===== config.mk =====
export PLATFORM = sky130hd
export DESIGN_NAME = pieg_top
export DESIGN_NICKNAME = d
export VERILOG_FILES = /design/src/include/pieg_pkg.sv /design/src/hw/pieg_flag_bank.sv /design/src/hw/pieg_top.sv
export SDC_FILE = /design/constraint.sdc
export NUM_CORES = 1
export LEC_CHECK = 0
export BUFFER_PORTS_ARGS = -buffer_cell sky130_fd_sc_hd__buf_4
export CAP_MARGIN = 30
export CORE_MARGIN = 3
export CORE_UTILIZATION = 47
export DETAILED_ROUTE_END_ITERATION = 6
export PLACE_DENSITY = 0.91
export SLEW_MARGIN = 10
export SYNTH_ARGS = -nofsm -noshare
export SYNTH_HDL_FRONTEND = slang
export SYNTH_SLANG_ARGS = --single-unit
export TNS_END_PERCENT = 10

===== constraint.sdc =====
create_clock -name clk_sys_i -period 2.9 [get_ports clk_sys_i]
set_clock_uncertainty 0.2 [all_clocks]
set_input_delay 0.58 -clock clk_sys_i [delete_from_list [all_inputs] [get_ports clk_sys_i]]
set_output_delay 0.58 -clock clk_sys_i [all_outputs]
set_load 0.005 [all_outputs]

===== src/include/pieg_pkg.sv =====
package pieg_pkg;

    // Byte addresses of the registers on the Wishbone slave
    localparam logic [7:0] OFS_CTRL      = 8'h08;
    localparam logic [7:0] OFS_FLAGS     = 8'h0C;
    localparam logic [7:0] OFS_FLAGS_CLR = 8'h10;
    localparam logic [7:0] OFS_ENABLE    = 8'h8C;

    // Source positions, shared by the enable and flag registers
    localparam int BIT_NVM_DONE  = 7;
    localparam int BIT_ADC_DONE  = 6;
    localparam int BIT_CAPCMP    = 5;
    localparam int BIT_UNUSED    = 4;
    localparam int BIT_CMP_CHG   = 3;
    localparam int BIT_OSC_FAIL  = 2;
    localparam int BIT_TMR2_MTCH = 1;
    localparam int BIT_TMR1_OVF  = 0;

    // Positions in the core interrupt control register
    localparam int BIT_GLOBAL_EN = 7;
    localparam int BIT_GROUP_EN  = 6;

    // Implemented bits; bit 4 of the source registers does not exist
    localparam logic [7:0] SRC_MASK  = 8'hEF;
    localparam logic [7:0] CTRL_MASK = 8'hC0;

    // Values after reset
    localparam logic [7:0]  ENABLE_RST = 8'h00;
    localparam logic [7:0]  FLAGS_RST  = 8'h00;
    localparam logic [7:0]  CTRL_RST   = 8'h00;
    localparam logic [31:0] RDATA_RST  = 32'h0000_0000;

    // Bus answer sequencer, gray coded
    typedef enum logic [1:0] {
        BUS_IDLE = 2'b00,
        BUS_ACK  = 2'b01
    } pieg_bus_state_t;

endpackage : pieg_pkg


===== src/hw/pieg_flag_bank.sv =====
// Sticky event flags, one per peripheral source
module pieg_flag_bank (
    input  wire logic       clk_sys_i,
    input  wire logic       rst_n_i,
    input  wire logic [7:0] event_i,
    input  wire logic       wr_i,
    input  wire logic       clr_i,
    input  wire logic [7:0] wdata_i,
    output logic      [7:0] flags_o
);

    logic [7:0] flags;
    logic [7:0] next_flags;

    // Software write or clear first, then events on top so a set wins
    always_comb begin
        next_flags = flags;
        if (wr_i) begin
            next_flags = wdata_i & pieg_pkg::SRC_MASK;
        end
        if (clr_i) begin
            next_flags = flags & ~wdata_i;
        end
        next_flags = next_flags | (event_i & pieg_pkg::SRC_MASK);
    end

    // Hardware never drops a flag by itself, only software does
    always_ff @(posedge clk_sys_i) begin
        if (!rst_n_i) begin
            flags <= pieg_pkg::FLAGS_RST;
        end else begin
            flags <= next_flags;
        end
    end

    assign flags_o = flags;

endmodule : pieg_flag_bank


===== src/hw/pieg_top.sv =====
// What this block does
// - No peripheral request without group enable
// - Enable register at 8Ch, resets to zero
// - Bit 7 gates nonvolatile write complete
// - Bit 6 gates converter completion
// - Bit 0 gates timer one overflow
// - Flags set regardless of any enable
// - Flag register mirrors enable bit layout
// - Group enable passes every enabled request
module pieg_top (
    input  wire logic        clk_sys_i,
    input  wire logic        rst_n_i,
    input  wire logic        wb_cyc_i,
    input  wire logic        wb_stb_i,
    input  wire logic        wb_we_i,
    input  wire logic [7:0]  wb_adr_i,
    input  wire logic [3:0]  wb_sel_i,
    input  wire logic [31:0] wb_dat_i,
    output logic      [31:0] wb_dat_o,
    output logic             wb_ack_o,
    input  wire logic [7:0]  periph_event_i,
    output logic             periph_irq_o,
    output logic             irq_o
);

    // Word decode of a byte address against a register offset
    // Bits [1:0] are ignored, so byte aliases of one word all hit
    function automatic logic hit(input logic [7:0] adr,
                                 input logic [7:0] ofs);
        hit = (adr[7:2] == ofs[7:2]);
    endfunction : hit

    // Bus sequencer state
    pieg_pkg::pieg_bus_state_t state;
    pieg_pkg::pieg_bus_state_t next_state;
    logic                      ack;
    logic                      next_ack;
    logic [31:0]               rdata;
    logic [31:0]               next_rdata;

    // Software visible registers
    logic [7:0] enable;
    logic [7:0] next_enable;
    logic [7:0] ctrl;
    logic [7:0] next_ctrl;
    logic [7:0] flags;

    // Write strobes, one cycle each
    logic       wr_go;
    logic       wr_enable;
    logic       wr_ctrl;
    logic       wr_flags;
    logic       clr_flags;

    // Interrupt outputs
    logic       pending;
    logic       next_pending;
    logic       irq;
    logic       next_irq;

    // A write lands on the edge where the master sees ack
    assign wr_go     = (state == pieg_pkg::BUS_ACK) && wb_cyc_i
                       && wb_stb_i && wb_we_i && wb_sel_i[0];
    assign wr_enable = wr_go && hit(wb_adr_i, pieg_pkg::OFS_ENABLE);
    assign wr_ctrl   = wr_go && hit(wb_adr_i, pieg_pkg::OFS_CTRL);
    assign wr_flags  = wr_go && hit(wb_adr_i, pieg_pkg::OFS_FLAGS);
    assign clr_flags = wr_go && hit(wb_adr_i, pieg_pkg::OFS_FLAGS_CLR);

    // Bus answer: one wait state, ack for one cycle, then idle again
    always_comb begin
        next_state = state;
        next_ack   = 1'b0;
        next_rdata = pieg_pkg::RDATA_RST;
        case (state)
            pieg_pkg::BUS_IDLE: begin
                if (wb_cyc_i && wb_stb_i) begin
                    next_state = pieg_pkg::BUS_ACK;
                    next_ack   = 1'b1;
                    // Unmapped addresses still answer, reading zero
                    if (hit(wb_adr_i, pieg_pkg::OFS_ENABLE)) begin
                        next_rdata = {24'h00_0000, enable};
                    end else if (hit(wb_adr_i, pieg_pkg::OFS_FLAGS)
                                 || hit(wb_adr_i,
                                        pieg_pkg::OFS_FLAGS_CLR)) begin
                        next_rdata = {24'h00_0000, flags};
                    end else if (hit(wb_adr_i, pieg_pkg::OFS_CTRL)) begin
                        next_rdata = {24'h00_0000, ctrl};
                    end
                end
            end
            pieg_pkg::BUS_ACK: begin
                next_state = pieg_pkg::BUS_IDLE;
            end
            default: begin
                next_state = pieg_pkg::BUS_IDLE;
            end
        endcase
    end

    // Bus registers
    always_ff @(posedge clk_sys_i) begin
        if (!rst_n_i) begin
            state <= pieg_pkg::BUS_IDLE;
            ack   <= 1'b0;
            rdata <= pieg_pkg::RDATA_RST;
        end else begin
            state <= next_state;
            ack   <= next_ack;
            rdata <= next_rdata;
        end
    end

    // Enable and control writes; the missing bit 4 never stores
    always_comb begin
        next_enable = enable;
        next_ctrl   = ctrl;
        if (wr_enable) begin
            next_enable = wb_dat_i[7:0] & pieg_pkg::SRC_MASK;
        end
        if (wr_ctrl) begin
            next_ctrl = wb_dat_i[7:0] & pieg_pkg::CTRL_MASK;
        end
    end

    // Configuration registers
    always_ff @(posedge clk_sys_i) begin
        if (!rst_n_i) begin
            enable <= pieg_pkg::ENABLE_RST;
            ctrl   <= pieg_pkg::CTRL_RST;
        end else begin
            enable <= next_enable;
            ctrl   <= next_ctrl;
        end
    end

    // Event flags share the enable layout bit for bit
    pieg_flag_bank u_flags (
        .clk_sys_i (clk_sys_i),
        .rst_n_i   (rst_n_i),
        .event_i   (periph_event_i),
        .wr_i      (wr_flags),
        .clr_i     (clr_flags),
        .wdata_i   (wb_dat_i[7:0]),
        .flags_o   (flags)
    );

    // Request gating: per-source enable, then group, then global.
    // A stale flag fires as soon as its enable is set, so software
    // should clear it first; the hardware does not hide it.
    always_comb begin
        next_pending = ctrl[pieg_pkg::BIT_GROUP_EN]
                       && |(flags & enable);
        next_irq     = next_pending && ctrl[pieg_pkg::BIT_GLOBAL_EN];
    end

    // Outputs straight from flops, one cycle behind the registers
    always_ff @(posedge clk_sys_i) begin
        if (!rst_n_i) begin
            pending <= 1'b0;
            irq     <= 1'b0;
        end else begin
            pending <= next_pending;
            irq     <= next_irq;
        end
    end

    assign wb_ack_o     = ack;
    assign wb_dat_o     = rdata;
    assign periph_irq_o = pending;
    assign irq_o        = irq;
endmodule : pieg_top


==> results by group, run 1 <==
Floorplanning
  • Full die area: 0.00424 sq mm
  • Die width: 65.1 um
  • CORE AREA: about 0.0032 sq mm
  • Die height: 65.1 um
  • FP Rows: 20
  • I/O pin cnt: 92
  • Initial Utilization: approximately 51%

Clock network
  • Htree depth: 2
  • Clock Latency Late Sink: 320 ps
  • Root Buffer: clkbuf_4
  • Clock Sinks: 29
  • CTS tree: yes
  • Post-CTS setup buffers: 0
  • CTS buffer count: 5
  • Hold_buf cts: 0
  • Clock transition at the registers of the reported paths: 90 ps
  • Bufs on Longest Clock Path: 2
  • Post-CTS sizing: 0

Place
  • Post-DP HPWL: 2640 um
  • I/O Buffers: 37
  • GPL Wtd Cong: 0.842
  • Placement Cell Area: approximately 0.0018 sq mm

Synthesis
  • Area fraction of the dominant cell type after synthesis: 35.4%
  • Post-synth EDFFs: 0
  • Post-synthesis cell type count: 33
  • Sequential share of the synthesized area: 35.4%
  • Warning count from the yosys run: 0
  • Syn_area_per_cell: 9.66 sq um
  • Post-synth top flop: dfxtp_1
  • Post-Syn Area: 0.00164 sq mm
  • Top cells by area, synth: dfxtp_1, buf_4, a311oi_2
  • Most common cell in the netlist: dfxtp_1
  • Yosys top cell by area: dfxtp_1
  • Flops & latches, synth: 29
  • Fraction of registers with async set/reset: 0%
  • Post-Synthesis Cells: 170
  • Most frequent cells after synthesis: dfxtp_1, buf_4, nand2_1

STA
  • Final Setup Violations: 0
  • Final hold viol count: 0
  • Post-route clock period utilization: 59.0%
  • Hold slack: approximately 250 ps
  • RSZ-0062 raised after global routing: no
  • Max Clk Rate: 585 MHz
  • Final min period: 1710 ps
  • Setup Total Neg Slack: 0 ps
  • Max-slew violations: 0

Global routing
  • Vias in the first global route: 1211
  • GRT overflow: 0
  • Initial antenna violation count: 0
  • First-pass GRT wire length: 5580 um
  • Largest net degree at the start of global routing: 32
  • Global Route Usage Sum: 17.4%

Power and ir drop
  • Peak supply drop: 0.000240 V
  • Sw Pwr: 0.194 mW
  • Leakage Power: 0.860 nW
  • Seq pwr share: a little over half
  • Combinational share of power: 14.1%
  • Power share of the clock group: 31.4%
  • Power Dens Cells: 404 mW/mm^2
  • Cell internal pwr: 0.570 mW
  • Sw Share: 25.4%

Drt
  • Total routed wirelength: 3600 um
  • Wire length per cell: between 10 and 15 um
  • Via/cell ratio: 5.44
  • Initial DRC count: 62
  • DRT Pass-1 Iters: 4
  • Final ANT Viol Nets: 0
  • Drc violations: 0
  • DR vias: roughly 1400

Run status
  • Status: finished, final reports clean

Setup path
  • CP endpoint kind: register
  • CP max FO: 31
  • Crit path launch: wb_adr_i[4]
  • FF-to-FF setup slack: 1200 ps
  • Type of origin of the critical path: input pin
  • WP data arrival: 1750 ps
  • R2R depth: 2
  • Critical path class: input pin to register
  • Worst reg2reg endpoint: u_flags.flags_o[6]
  • Crit path to: enable[5]
  • Worst EP required: 2940 ps
  • Worst R2R Start: state[0]

Cells and area
  • Multi-input gate area: 866 sq um
  • N_diodes: 0
  • Layout fillers: 310
  • Sequential cell area: between 500 and 600 sq um
  • Post-route cell area: 0.00189 sq mm
  • Nets@finish: 262
  • Share of layout cells above drive strength 1: between 30% and 40%
  • Area grow syn2layout: 15.2%

Flow run
  • Max-cap violations: 0

Worst hold path
  • Min-delay src: u_flags.flags_o[4]
  • HP Class: register to register
==> placed cells by master (no fill, tap or decap) <==
cell / n
inv_1: 9
o2111a_1: 1
or2_2: 1
and4_1: 1
clkbuf_8: 1
nor3b_2: 1
nor3b_1: 1
a21oi_1: 6
nand3_1: 9
a31oi_1: 3
a311oi_2: 7
nand4_4: 1
buf_4: 40
a222oi_1: 1
nor3b_4: 1
and2_1: 1
nand4b_1: 1
mux2_2: 7
nor4bb_1: 1
dfxtp_1: 29
clkbuf_4: 5
clkbuf_1: 1
mux2i_1: 9
o31ai_1: 7
nand2_1: 17
a311oi_1: 7
nor3_4: 1
o211ai_1: 7
conb_1: 24
and3b_4: 1
and3_1: 1
nand4_1: 1
a22oi_1: 2
==> critical path, stage by stage <==
cell and delay, ps:
buf_4 120, and3b_4 530, nand4_4 270, mux2i_1 240
==> registers in the layout (all words and copies together), names as in the netlist <==
signal	flops
wb_ack_o	1
irq_o	1
wb_dat_o	8
periph_irq_o	1
ctrl	2
u_flags.flags_o	8
enable	7
state	1
==> power groups by stage <==
stage	combinational [mW]	sequential, mW	clock [mW]
floorplan	0.0868	0.421	0
global placement	0.102	0.425	0
detailed placement	0.105	0.426	0
CTS	0.106	0.416	0.247
global route	0.116	0.418	0.262
finish	0.107	0.417	0.240
==> cell families (layout without fill, tap and decap cells) <==
logic type             count (synthesis)  in the layout  share of synthesized area [%]
buffers and inverters                 44             56                           17.1
AO/OA/AOI/OAI                         41             41                           21.7
AND/OR/NAND/NOR                       39             39                           15.2
flip-flops                            29             29                           35.4
multiplexers                          16             16                           10.3
other                                  1             24                          0.228
==> metrics by stage <==
stage               power, mW  utilization, %  setup WS, ps  std cells
floorplan               0.508               -          1160        193
global placement        0.527            57.3           896        242
detailed placement      0.531            57.3           870        242
CTS                     0.769            59.0          1210        249
global route            0.796            59.0          1120        249
finish                  0.764            59.0          1190        249
==> final cells by class <==
class	instances	area share [%]
Clock buffer	7	2.91
Inverter	9	1.79
Multi-Input combinational cell	120	45.8
Sequential cell	29	30.7
Tap cell	44	2.91
Timing Repair Buffer	40	15.9
==> worst min path at each step <==
stage                         endpoint  slack (ps)  cells after the start
global placement    u_flags.flags_o[4]         220                      2
floorplan           u_flags.flags_o[4]         210                      2
global route        u_flags.flags_o[4]         300                      2
detailed placement  u_flags.flags_o[4]         240                      2
finish              u_flags.flags_o[4]         250                      2
CTS                 u_flags.flags_o[4]         250                      2
==> routing by layer <==
metal | share of wire (%) | track usage, % | up-vias
li1 | - | - | 650
met2 | 48 | 26.7 | 74
met4 | 1.9 | 8.55 | 0
met3 | 9.3 | 5.47 | 8
met1 | 41 | 22.0 | 623
met5 | 0 | 0 | -
No activity file was read; power rests on OpenSTA's default activity.
==> run 2: changes to the inputs <==
--- a/config.mk
+++ b/config.mk
@@ -8,9 +8,9 @@
 export BUFFER_PORTS_ARGS = -buffer_cell sky130_fd_sc_hd__buf_4
 export CAP_MARGIN = 30
 export CORE_MARGIN = 3
-export CORE_UTILIZATION = 47
+export CORE_UTILIZATION = 40
 export DETAILED_ROUTE_END_ITERATION = 6
-export PLACE_DENSITY = 0.91
+export PLACE_DENSITY = 0.83
 export SLEW_MARGIN = 10
 export SYNTH_ARGS = -nofsm -noshare
 export SYNTH_HDL_FRONTEND = slang
==> constraint.sdc (replaced) <==
create_clock -name clk_sys_i -period 1.4 [get_ports clk_sys_i]
set_clock_uncertainty 0.2 [all_clocks]
set_input_delay 0.28 -clock clk_sys_i [delete_from_list [all_inputs] [get_ports clk_sys_i]]
set_output_delay 0.28 -clock clk_sys_i [all_outputs]
set_load 0.005 [all_outputs]
==> results by group, run 2 (synthesized netlist as in run 1, its figures left out) <==
Cells and area
  • Area grow syn2layout: 28.0%
  • N_diodes: 0
  • Layout fillers: 348
  • Nets@finish: about 280
  • Post-route cell area: 0.00210 sq mm
  • Fin util: 55.3%
  • Commonest non-fill, non-tap cell in the layout: buf_4
  • Most frequent cells in the layout: buf_4, dfxtp_1, conb_1
  • Final Non-Filler Cells: 272
  • Share of layout cells above drive strength 1: just under 40%

Place
  • GPL Wtd Cong: 0.783
  • Post-DP HPWL: 2990 um
  • Placed cell count: about 270
  • I/O Buffers: 37
  • Placement Cell Area: slightly above 0.002 sq mm

Setup path
  • WP data arrival: 1280 ps
  • Critical path class: input pin to register
  • CP max FO: 19
  • Type of origin of the critical path: input pin
  • Worst EP required: 1360 ps
  • CP endpoint kind: register

Clock network
  • CTS buffer count: 5
  • Clock Sinks: 29
  • Hold_buf cts: 0
  • Clock transition at the registers of the reported paths: 60 ps
  • Clock Latency Late Sink: 280 ps
  • CTS tree: yes
  • Root Buffer: clkbuf_8
  • Bufs on Longest Clock Path: 2
  • Htree depth: 2

Power and ir drop
  • Power share of the clock group: 37.6%
  • Seq pwr share: 47.6%
  • Sw Pwr: 0.444 mW
  • Leakage Power: 0.975 nW
  • Peak supply drop: 0.000482 V
  • Combinational share of power: 14.8%
  • Power Dens Cells: 862 mW/mm^2
  • Cell internal pwr: 1.37 mW
  • Sw Share: 24.5%

STA
  • Setup Total Neg Slack: 0 ps
  • Post-route clock period utilization: 93.8%
  • Max Clk Rate: 761 MHz
  • Final Setup Violations: 0
  • Final min period: approximately 1300 ps
  • Final hold viol count: 0
  • RSZ-0062 raised after global routing: no
  • Max-slew violations: 0

Drt
  • Drc violations: 0
  • Initial DRC count: 103
  • DR vias: 1468
  • Via/cell ratio: 5.40
  • Wire length per cell: 14.3 um
  • Final ANT Viol Nets: 0
  • Total routed wirelength: 3900 um
  • DRT Pass-1 Iters: 4

Global routing
  • Largest net degree at the start of global routing: 20
  • Vias in the first global route: 1329
  • Global Route Usage Sum: 16.1%
  • Initial antenna violation count: 0
  • First-pass GRT wire length: between 6000 and 7000 um
  • GRT overflow: 0

Run status
  • Status: finished, final reports clean

Floorplanning
  • CORE AREA: roughly 0.0038 sq mm
  • Initial Utilization: 43.2%
  • I/O pin cnt: 92
  • Die width: around 70 um
  • FP Rows: 22
  • Die height: 70.1 um
  • Full die area: 0.00491 sq mm

Worst hold path
  • HP Class: input pin to register

Flow run
  • Max-cap violations: 0
## run 2: repair_timing
action                                  CTS  global route
endpoints found under the setup margin    0             6
buffers inserted                          0             0
resized for setup                         0             1
## run 2: final cells by class
type	instances	area (sq um)	share of cell area [%]
Clock buffer	7	86.3	4.11
Inverter	9	33.8	1.61
Multi-Input combinational cell	120	871	41.5
Sequential cell	29	582	27.7
Tap cell	48	60.1	2.86
Timing Repair Buffer	59	468	22.3
## run 2: critical path, stage by stage
cell	delay (ps)
buf_4	110
and3b_4	450
nand4_4	250
mux2i_1	180
## run 2: metal layers
metal | GRT usage [%] | wire (um) | share of wire [%] | vias to the layer above
met5 | 0 | 0 | 0 | -
met4 | 7.66 | 121 | 3.1 | 0
met3 | 6.76 | 382 | 9.8 | 12
met2 | 25.7 | 1800 | 46 | 87
met1 | 18.5 | 1590 | 41 | 682
li1 | - | - | - | 687
## run 2: final timing paths
check | startpoint | to | slack [ps] | cells past startpoint
worst min-delay path | wb_dat_i[1] | enable[1] | 60 | 3
worst max register to register | state[0] | wb_dat_o[2] | 90 | 3
worst max-delay path | wb_adr_i[4] | enable[0] | 90 | 4
worst min register to register | u_flags.flags_o[4] | u_flags.flags_o[4] | 250 | 2
## run 2: power by group through the flow
stage               Sequential [mW]  Clock (mW)  Combinational [mW]
floorplan                     0.872           0               0.181
global placement              0.879           0               0.255
detailed placement            0.880           0               0.265
CTS                           0.862       0.686               0.266
global route                  0.865       0.724               0.289
finish                        0.863       0.681               0.268
## run 2: per-stage QoR
| step | setup WS (ps) | hold slack, ps | total power, mW |
|---|---|---|---|
| floorplan | 10.4 | 213 | 1.05 |
| global placement | -177 | 223 | 1.13 |
| detailed placement | -201 | 232 | 1.14 |
| CTS | 24.6 | 59.9 | 1.81 |
| global route | 20.0 | 58.4 | 1.88 |
| finish | 86.6 | 62.6 | 1.81 |
